--- src/core/ddp_pkg.sv ---
// Package of types and timing constants for the converter port host.
package ddp_pkg;
  localparam int DATA_W = 12;
  localparam int CLK_HZ = 20_000_000;
  localparam int CLK_NS = 1_000_000_000 / CLK_HZ;
  // Least times in ns, rounded up to whole cycles, never below one.
  localparam int T_CS_LOW_NS = 10;
  localparam int T_ADDR_SU_NS = 10;
  localparam int T_CS_HIGH_NS = 7;
  localparam int T_RW_CS_NS = 5;
  localparam int T_ACCESS_NS = 35;
  localparam int T_RELINQ_NS = 10;

  function automatic int ns2cyc(input int ns);
    int c;
    c = (ns + CLK_NS - 1) / CLK_NS;
    return (c < 1) ? 1 : c;
  endfunction : ns2cyc

  localparam int CS_LOW_CYC = ns2cyc(T_CS_LOW_NS);
  localparam int ADDR_SU_CYC = ns2cyc(T_ADDR_SU_NS);
  localparam int CS_HIGH_CYC = ns2cyc(T_CS_HIGH_NS);
  localparam int RW_CS_CYC = ns2cyc(T_RW_CS_NS);
  localparam int ACCESS_CYC = ns2cyc(T_ACCESS_NS);
  localparam int RELINQ_CYC = ns2cyc(T_RELINQ_NS);
  // Three synchroniser stages plus the agreeing output stage.
  localparam int SYNC_LAT_CYC = 4;
  localparam int CNT_W = 4;
  localparam logic [CNT_W-1:0] CNT_ZERO = 4'h0;
  localparam logic [CNT_W-1:0] CNT_ONE = 4'h1;

  typedef enum logic [2:0] {
    ST_IDLE = 3'b000,
    ST_SETUP = 3'b001,
    ST_STROBE = 3'b010,
    ST_HOLD = 3'b011,
    ST_GAP = 3'b100,
    ST_LOAD = 3'b101
  } ddp_state_t;

  // Request from the user side.
  typedef struct packed {
    logic write;
    logic read;
    logic load;
    logic chan_b;
    logic [DATA_W-1:0] code;
  } ddp_req_t;

  // Pin group toward the converter.
  typedef struct packed {
    logic cs_n;
    logic rw;
    logic chan_sel;
    logic load_strobe_n;
    logic clear_n;
    logic [DATA_W-1:0] code_bus_o;
    logic code_bus_oe;
  } ddp_pins_t;
endpackage : ddp_pkg

--- src/core/ddp_host.sv ---
// Host controller driving the dual converter parallel load port.
module ddp_host
  import ddp_pkg::*;
(
  input wire logic clk_i,
  input wire logic rst_i,
  input wire logic req_valid_i,
  input ddp_req_t req_i,
  output logic req_ready_o,
  input wire logic auto_update_i,
  input wire logic clear_i,
  output logic rd_valid_o,
  output logic [DATA_W-1:0] rd_data_o,
  input wire logic [DATA_W-1:0] code_bus_i,
  output ddp_pins_t pins_o
);
  typedef struct packed {
    ddp_state_t st;
    logic [CNT_W-1:0] cnt;
    logic is_read;
    logic do_load;
    ddp_pins_t pins;
    logic rd_valid;
    logic [DATA_W-1:0] rd_data;
  } ddp_host_st_t;
  ddp_host_st_t s_q, s_d;
  logic [DATA_W-1:0] bus_sync;

  function automatic logic [CNT_W-1:0] cyc(input int n);
    return CNT_W'(n);
  endfunction : cyc

  ddp_sync #(.W(DATA_W)) u_sync (
    .clk_i(clk_i),
    .rst_i(rst_i),
    .d_i(code_bus_i),
    .q_o(bus_sync)
  );

  assign req_ready_o = (s_q.st == ST_IDLE) && !clear_i;

  always_comb begin
    s_d = s_q;
    s_d.rd_valid = 1'b0;
    s_d.pins.clear_n = !clear_i;
    if (s_q.cnt != CNT_ZERO) begin
      s_d.cnt = s_q.cnt - CNT_ONE;
    end
    case (s_q.st)
      ST_IDLE: begin
        s_d.pins.cs_n = 1'b1;
        s_d.pins.load_strobe_n = !auto_update_i;
        if (req_valid_i && !clear_i) begin
          if (req_i.write || req_i.read) begin
            s_d.is_read = req_i.read && !req_i.write;
            s_d.do_load = req_i.load;
            s_d.pins.chan_sel = req_i.chan_b;
            s_d.pins.rw = s_d.is_read;
            s_d.pins.code_bus_o = req_i.code;
            s_d.pins.code_bus_oe = !s_d.is_read;
            s_d.cnt = cyc(s_d.is_read ? RW_CS_CYC : ADDR_SU_CYC);
            s_d.st = ST_SETUP;
          end else if (req_i.load && !auto_update_i) begin
            s_d.pins.load_strobe_n = 1'b0;
            s_d.cnt = cyc(CS_LOW_CYC);
            s_d.st = ST_LOAD;
          end
        end
      end
      ST_SETUP: begin
        if (s_q.cnt <= CNT_ONE) begin
          s_d.pins.cs_n = 1'b0;
          // A read keeps chip select low until the bus has crossed the
          // synchroniser, so the captured code is never the stale one.
          s_d.cnt = cyc(s_q.is_read ? ACCESS_CYC + SYNC_LAT_CYC : CS_LOW_CYC);
          s_d.st = ST_STROBE;
        end
      end
      ST_STROBE: begin
        if (s_q.cnt <= CNT_ONE) begin
          if (s_q.is_read) begin
            s_d.rd_valid = 1'b1;
            s_d.rd_data = bus_sync;
          end
          s_d.pins.cs_n = 1'b1;
          s_d.cnt = cyc(RELINQ_CYC);
          s_d.st = ST_HOLD;
        end
      end
      ST_HOLD: begin
        if (s_q.cnt <= CNT_ONE) begin
          s_d.pins.code_bus_oe = 1'b0;
          s_d.pins.rw = 1'b1;
          if (s_q.do_load && !auto_update_i && !s_q.is_read) begin
            s_d.pins.load_strobe_n = 1'b0;
            s_d.cnt = cyc(CS_LOW_CYC);
            s_d.st = ST_LOAD;
          end else begin
            s_d.cnt = cyc(CS_HIGH_CYC);
            s_d.st = ST_GAP;
          end
        end
      end
      ST_LOAD: begin
        if (s_q.cnt <= CNT_ONE) begin
          s_d.pins.load_strobe_n = 1'b1;
          s_d.cnt = cyc(CS_HIGH_CYC);
          s_d.st = ST_GAP;
        end
      end
      ST_GAP: begin
        // The gap keeps chip select high long enough between accesses.
        if (s_q.cnt <= CNT_ONE) begin
          s_d.st = ST_IDLE;
        end
      end
      default: begin
        s_d.st = ST_IDLE;
      end
    endcase
  end

  always_ff @(posedge clk_i or posedge rst_i) begin
    if (rst_i) begin
      s_q <= '0;
      s_q.st <= ST_IDLE;
      s_q.pins.cs_n <= 1'b1;
      s_q.pins.rw <= 1'b1;
      s_q.pins.load_strobe_n <= 1'b1;
      // Clear is held during reset so the device starts from zero.
      s_q.pins.clear_n <= 1'b0;
    end else begin
      s_q <= s_d;
    end
  end

  assign pins_o = s_q.pins;
  assign rd_valid_o = s_q.rd_valid;
  assign rd_data_o = s_q.rd_data;
endmodule : ddp_host

--- src/core/ddp_sync.sv ---
// Three-stage synchroniser for the readback bus, change on stages two/three.
module ddp_sync
  import ddp_pkg::*;
#(
  parameter int W = DATA_W
) (
  input wire logic clk_i,
  input wire logic rst_i,
  input wire logic [W-1:0] d_i,
  output logic [W-1:0] q_o
);
  typedef struct packed {
    logic [W-1:0] s1;
    logic [W-1:0] s2;
    logic [W-1:0] s3;
    logic [W-1:0] q;
  } ddp_sync_st_t;
  ddp_sync_st_t st_q, st_d;

  always_comb begin
    st_d = st_q;
    st_d.s1 = d_i;
    st_d.s2 = st_q.s1;
    st_d.s3 = st_q.s2;
    // A new value counts only once two later stages agree.
    if (st_q.s2 == st_q.s3) begin
      st_d.q = st_q.s3;
    end
  end

  always_ff @(posedge clk_i or posedge rst_i) begin
    if (rst_i) begin
      st_q <= '0;
    end else begin
      st_q <= st_d;
    end
  end

  assign q_o = st_q.q;
endmodule : ddp_sync

--- config.mk ---
export PLATFORM = sky130hd
export DESIGN_NAME = ddp_host
export DESIGN_NICKNAME = d
export VERILOG_FILES = /design/src/core/ddp_pkg.sv /design/src/core/ddp_host.sv /design/src/core/ddp_sync.sv
export SDC_FILE = /design/constraint.sdc
export NUM_CORES = 1
export LEC_CHECK = 0
export BUFFER_PORTS_ARGS = -buffer_cell sky130_fd_sc_hd__buf_2
export CAP_MARGIN = 5
export CORE_MARGIN = 1
export CORE_UTILIZATION = 30
export DETAILED_ROUTE_END_ITERATION = 10
export HOLD_SLACK_MARGIN = 0.03
export PLACE_DENSITY = 0.44
export SETUP_SLACK_MARGIN = 0.4
export SLEW_MARGIN = 20
export SYNTH_ARGS = -nofsm -noshare
export SYNTH_HDL_FRONTEND = slang
export SYNTH_SLANG_ARGS = --single-unit
--- constraint.sdc ---
create_clock -name clk_i -period 2.8 [get_ports clk_i]
set_input_delay 0.14 -clock clk_i [delete_from_list [all_inputs] [get_ports clk_i]]
set_output_delay 0.14 -clock clk_i [all_outputs]
set_load 0.03 [all_outputs]
==> results of run 1 <==
path summary, 6_finish.rpt:
check / startpoint / end / slack [ns] / depth (start not counted)
worst max-delay path: s_q[38] / pins_o[2] / 0.75 / 4
worst min-delay path: req_i[14] / s_q[32] / 0.07 / 3
worst max register to register: s_q[38] / pins_o[2] / 0.75 / 4
worst min register to register: u_sync.st_d[33] / u_sync.st_d[21] / 0.35 / 0
max in group asynchronous: rst_i / pins_o[16] / 1.94 / 4
min in group asynchronous: rst_i / pins_o[9] / 0.32 / 3
critical path: cells and delay by family, from the launching register on:
| kind | cells | cell delay (ns) |
|---|---|---|
| buffers and inverters | 1 | 0.26 |
| and+or+nand+nor | 2 | 0.77 |
| DFF | 1 | 0.55 |
| muxes | 1 | 0.35 |
cell usage after synthesis, types with 2 or more instances:
library cell | instances | area (um2)
a211o_1 | 2 | 17.5
a21oi_1 | 7 | 35.0
and3_1 | 2 | 12.5
buf_2 | 2 | 10.0
buf_4 | 31 | 233
buf_6 | 3 | 33.8
dfrtp_1 | 85 | 2130
dfstp_2 | 3 | 78.8
ha_1 | 3 | 37.5
inv_1 | 9 | 33.8
mux2_2 | 38 | 428
nand2_1 | 4 | 15.0
nand2b_1 | 4 | 25.0
nand3_1 | 4 | 20.0
nand4_1 | 2 | 12.5
nor2_1 | 5 | 18.8
nor2b_1 | 3 | 18.8
nor3_1 | 3 | 15.0
nor3b_1 | 2 | 15.0
nor4_1 | 3 | 18.8
o21ai_0 | 3 | 15.0
o22ai_1 | 2 | 12.5
o31ai_1 | 2 | 15.0
or3_1 | 2 | 12.5
xor2_1 | 12 | 105
cells by family after synthesis:
family	share of synthesized area
flops	0.615
buf+inv	0.0889
simple gates	0.0753
mux	0.122
compound gates	0.0572
xor+xnor	0.0317
fa+ha+maj	0.0105
routing by layer:
metal / global-route usage / routed length, um
met3: 0.0446 / 378
met4: 0.0432 / 93
met2: 0.173 / 2930
met1: 0.142 / 2940
met5: 0 / 0
where the power goes:
group / total (mW) / leakage (nW) / internal, mW / switching [mW]
logic: 1.21 / 0.881 / 0.478 / 0.727
registers: 1.68 / 1.09 / 1.51 / 0.168
clock network: 1.29 / 0.153 / 0.810 / 0.480
total: 4.17 / 2.13 / 2.80 / 1.38
placed cells by master, fill, tap and decap left out, drive strengths merged, types with 4 or more instances in the layout:
master,synthesis,layout
nand2,5,5
mux2,38,38
a21oi,7,7
nor2,6,6
nor3,4,4
dfrtp,85,85
buf,36,70
dlygate4sd3,0,27
nand3,4,4
xor2,12,12
nor4,4,4
inv,9,9
clkbuf,2,12
nand2b,4,4
flip-flops by register name, summed over array words and instances, names as in the netlist:
name         count
s_q              9
rd_data_o       12
rd_valid_o       1
u_sync.q_o      12
pins_o          18
u_sync.st_d     24
u_sync.st_q     12
area by class of cell:
cell class	instances	share of cell area
clock buffers	12	0.0551
clock inverters	4	0.0171
inverters	9	0.00840
multi-input cells	126	0.238
flip-flops and latches	88	0.493
well taps	143	0.0400
repair buffers	97	0.148
timing repair:
item	CTS	global route
endpoints found under the setup margin	0	0
hold buffers	26	1
hold endpoints to repair	26	10
==> flow_summary.yaml, run 1 <==
grt:
  grt_use_total: 0.112
  grt_max_degree: 46
  grt_pass1_vias: 2218
  grt_overflow: 0
  grt_pass1_wl_um: 10800
  antenna_found_initial: 0
clocking:
  worstSkewPairLatency_ns: 0.34
  cts_tree: "built"
  cts.sinks: 88
  clock-root-buffer: "clkbuf_16"
  htreeDepth: 3
  post-cts-setup-buffers: 0
  cts_buffers: 9
  ctsLongestPathBuffers: 2
  cts_resized: 0
  clkTransAtPathRegs_ns: 0.06
detailed_routing:
  drc: 12
  num_vias: 2119
  first_iter_violations: 106
  ant_nets: 0
  avgRoutedWirePerCell_um: 13.2
  drt_pass1_iterations: 7
  routed_wl_um: 6340
  vias_per_cell: 4.42
sta:
  period_needed_ns: 2.05
  period_share: 0.732
  max_freq_ghz: 0.488
  clock-skew-final_ns: 0.00586
  hold_viol_final: 0
  tns_ns: 0
  relSlewSlack: 0.608
  setup_viol: 0
  tightest_slew_ns: 0.586
  hold_ws_ns: 0.0703
  rsz0062_at_grt: "false"
  setup_slack_ns: 0.750
  final_max_slew_viol_count: 0
layout:
  regArea_um2: 2210
  multi_input_comb_area_um2: 1060
  final_nets: 367
  antenna_cells: 0
  num-fill-cells: 1145
  stdcell_area_um2: 4470
  synthToLayoutAreaGrowth_pct: 24.5
  postLayoutCoreUtil: 0.388
  instances_no_fill: 479
  drive_gt1_frac: 0.393
critical_path:
  startpoint_type: "flop"
  required_ns: 3.02
  cp_data_arrival_time_ns: 2.27
  critPathKind: "reg2reg"
  crit_fanout: 15
  crit_chain: "or3_4, nor3_4, buf_4, mux2_2"
  critPathCaptureType: "flop"
  cpPeakStageDelay_ns: 0.55
  cp_slowest_cell: "dfrtp_1"
job:
  cap_violations: 0
die:
  fp-row-count: 39
  start_util: 0.312
  coreArea_um2: 11500
  die_y_um: 111
  dieArea_um2: 12400
  die_x_um: 111
  ios: 65
synthesis:
  synth_cells: 261
  synth_ff_type: "dfrtp_1"
  yosys_warnings: 0
  synthesis.area_um2: 3590
  synth_edf_count: 0
  synth-seq-cells: 88
  synthArstFlopShare: 1.00
  synth_seq_area_share: 0.614
  avgSynthCellArea_um2: 13.8
  synth_cell_type_count: 50
  syn-num-nets: 297
run_status:
  violations: "DRC"
  outcome: "finished with violations"
placed_design:
  place.gp.congestion: 0.728
  place_area_um2: 3860
  place_inst: 435
  hpwl_um: 4250
  numPortBuffers: 64
  pre_cts_slack_ns: 0.722
min_path:
  hold_path.class: "in2reg"
power:
  power_density_nw_per_um2: 933
  peakVddDrop_mv: 0.380
  power_mw: 4.17
  power_leakage_nw: 2.13
No activity file was read; power rests on OpenSTA's default activity.
==> run 2: changes to the inputs <==
--- a/config.mk
+++ b/config.mk
@@ -11,7 +11,7 @@
 export CORE_UTILIZATION = 30
 export DETAILED_ROUTE_END_ITERATION = 10
 export HOLD_SLACK_MARGIN = 0.03
-export PLACE_DENSITY = 0.44
+export PLACE_DENSITY = 0.46
 export SETUP_SLACK_MARGIN = 0.4
 export SLEW_MARGIN = 20
 export SYNTH_ARGS = -nofsm -noshare
==> constraint.sdc (replaced) <==
create_clock -name clk_i -period 1.7 [get_ports clk_i]
set_input_delay 0.085 -clock clk_i [delete_from_list [all_inputs] [get_ports clk_i]]
set_output_delay 0.085 -clock clk_i [all_outputs]
set_load 0.03 [all_outputs]
==> flow_summary.yaml, run 2 (synthesized netlist as in run 1, its figures left out) <==
run_status:
  outcome: "finished with violations"
  violations: "DRC"
die:
  die_x_um: 111
  start_util: 0.312
  coreArea_um2: 11500
  die_y_um: 111
  ios: 65
  fp-row-count: 39
  dieArea_um2: 12400
detailed_routing:
  first_iter_violations: 80
  drt_pass1_iterations: 7
  drc: 8
  ant_nets: 0
  num_vias: 2268
  avgRoutedWirePerCell_um: 13.8
  routed_wl_um: 7000
  vias_per_cell: 4.47
sta:
  period_share: 0.996
  final_max_slew_viol_count: 0
  period_needed_ns: 1.69
  max_freq_ghz: 0.591
  rsz0062_at_grt: "true"
  clock-skew-final_ns: 0.00509
  tightest_slew_ns: 0.633
  hold_ws_ns: 0.0497
  relSlewSlack: 0.577
  tns_ns: 0
  hold_viol_final: 0
  setup_slack_ns: 0.00676
  setup_viol: 0
layout:
  drive_gt1_frac: 0.500
  instances_no_fill: 507
  final_nets: 396
  antenna_cells: 0
  final_common_cell: "dfrtp_1"
  final_cell_mix: "dfrtp_1 (85), buf_2 (63), dlygate4sd3_1 (29), mux2_2 (22), buf_4 (20)"
  synthToLayoutAreaGrowth_pct: 36.8
  num-fill-cells: 1073
  largest_reg_flops: 24
  stdcell_area_um2: 4910
  postLayoutCoreUtil: 0.426
clocking:
  clock-root-buffer: "clkbuf_16"
  clkTransAtPathRegs_ns: 0.06
  htreeDepth: 3
  cts_buffers: 9
  cts.sinks: 88
  cts_tree: "built"
  ctsLongestPathBuffers: 2
  worstSkewPairLatency_ns: 0.34
power:
  power_leakage_nw: 2.32
  peakVddDrop_mv: 0.709
  power_mw: 7.58
  power_density_nw_per_um2: 1540
placed_design:
  hpwl_um: 4420
  place_area_um2: 4100
  place.gp.congestion: 0.790
  place_inst: 453
  pre_cts_slack_ns: -0.173
  numPortBuffers: 64
min_path:
  hold_path.class: "in2reg"
grt:
  antenna_found_initial: 0
  grt_use_total: 0.126
  grt_overflow: 0
  grt_pass1_wl_um: 11800
  grt_pass1_vias: 2424
  grt_max_degree: 89
critical_path:
  critPathKind: "reg2reg"
  crit_fanout: 14
  startpoint_type: "flop"
  cp_data_arrival_time_ns: 1.92
  reg2reg_slack_ns: 0.007
  critPathCaptureType: "flop"
  required_ns: 1.93
job:
  cap_violations: 0
==> run 2: cell types whose count changed in the layout (fill, tap and decap cells not counted), moves of 3 or more <==
cell,change
clkinv_2,+5
buf_4,+16
o21ai_0,-3
a21oi_1,-3
nand3_1,-3
mux2_4,+16
buf_6,+12
o21ai_1,+3
mux2_2,-16
==> run 2: area by class of cell <==
cell class / count / area, um2 / share of cell area
clock buffers: 10 / 229 / 0.0466
inverters: 9 / 37.5 / 0.00764
repair buffers: 126 / 931 / 0.190
clock inverters: 5 / 25.0 / 0.00510
flip-flops and latches: 88 / 2210 / 0.449
well taps: 143 / 179 / 0.0364
multi-input cells: 126 / 1300 / 0.265
==> run 2: worst max-delay path, stage by stage, from the launching register on <==
cell     delay, ns
dfrtp_1       0.35
buf_4         0.23
nand2_1       0.12
nor4_4        0.36
buf_6         0.18
mux2_2        0.33
==> run 2: final timing paths <==
path	cells past startpoint	from	endpoint
worst min-delay path	3	req_i[15]	pins_o[0]
max in group asynchronous	4	rst_i	pins_o[14]
worst max-delay path	5	s_q[38]	rd_data_o[5]
min in group asynchronous	4	rst_i	u_sync.st_d[30]
worst max register to register	5	s_q[38]	rd_data_o[5]
worst min register to register	0	u_sync.st_d[26]	u_sync.st_d[14]
==> run 2: power by group <==
part           switching (mW)  internal, mW  leakage [nW]
Sequential              0.241          2.49          1.09
Clock                   0.768         0.968         0.132
Combinational            1.66          1.46          1.09
==> run 2: per-layer routing <==
layer  vias to the layer above  wire, um  global-route usage
met2                        62      3230               0.189
met1                      1123      3200               0.154
met3                         9       450              0.0615
met4                         0       117              0.0514
met5                         -         0                   0
li1                       1074         -                   -
==> run 2: what timing repair did <==
action / in CTS / in global routing
setup endpoints to repair: 52 / 52
pin swaps: 10 / 7
hold buffers: 29 / 0
hold endpoints to repair: 113 / 0
resized for setup: 37 / 7
setup buffers: 7 / 3
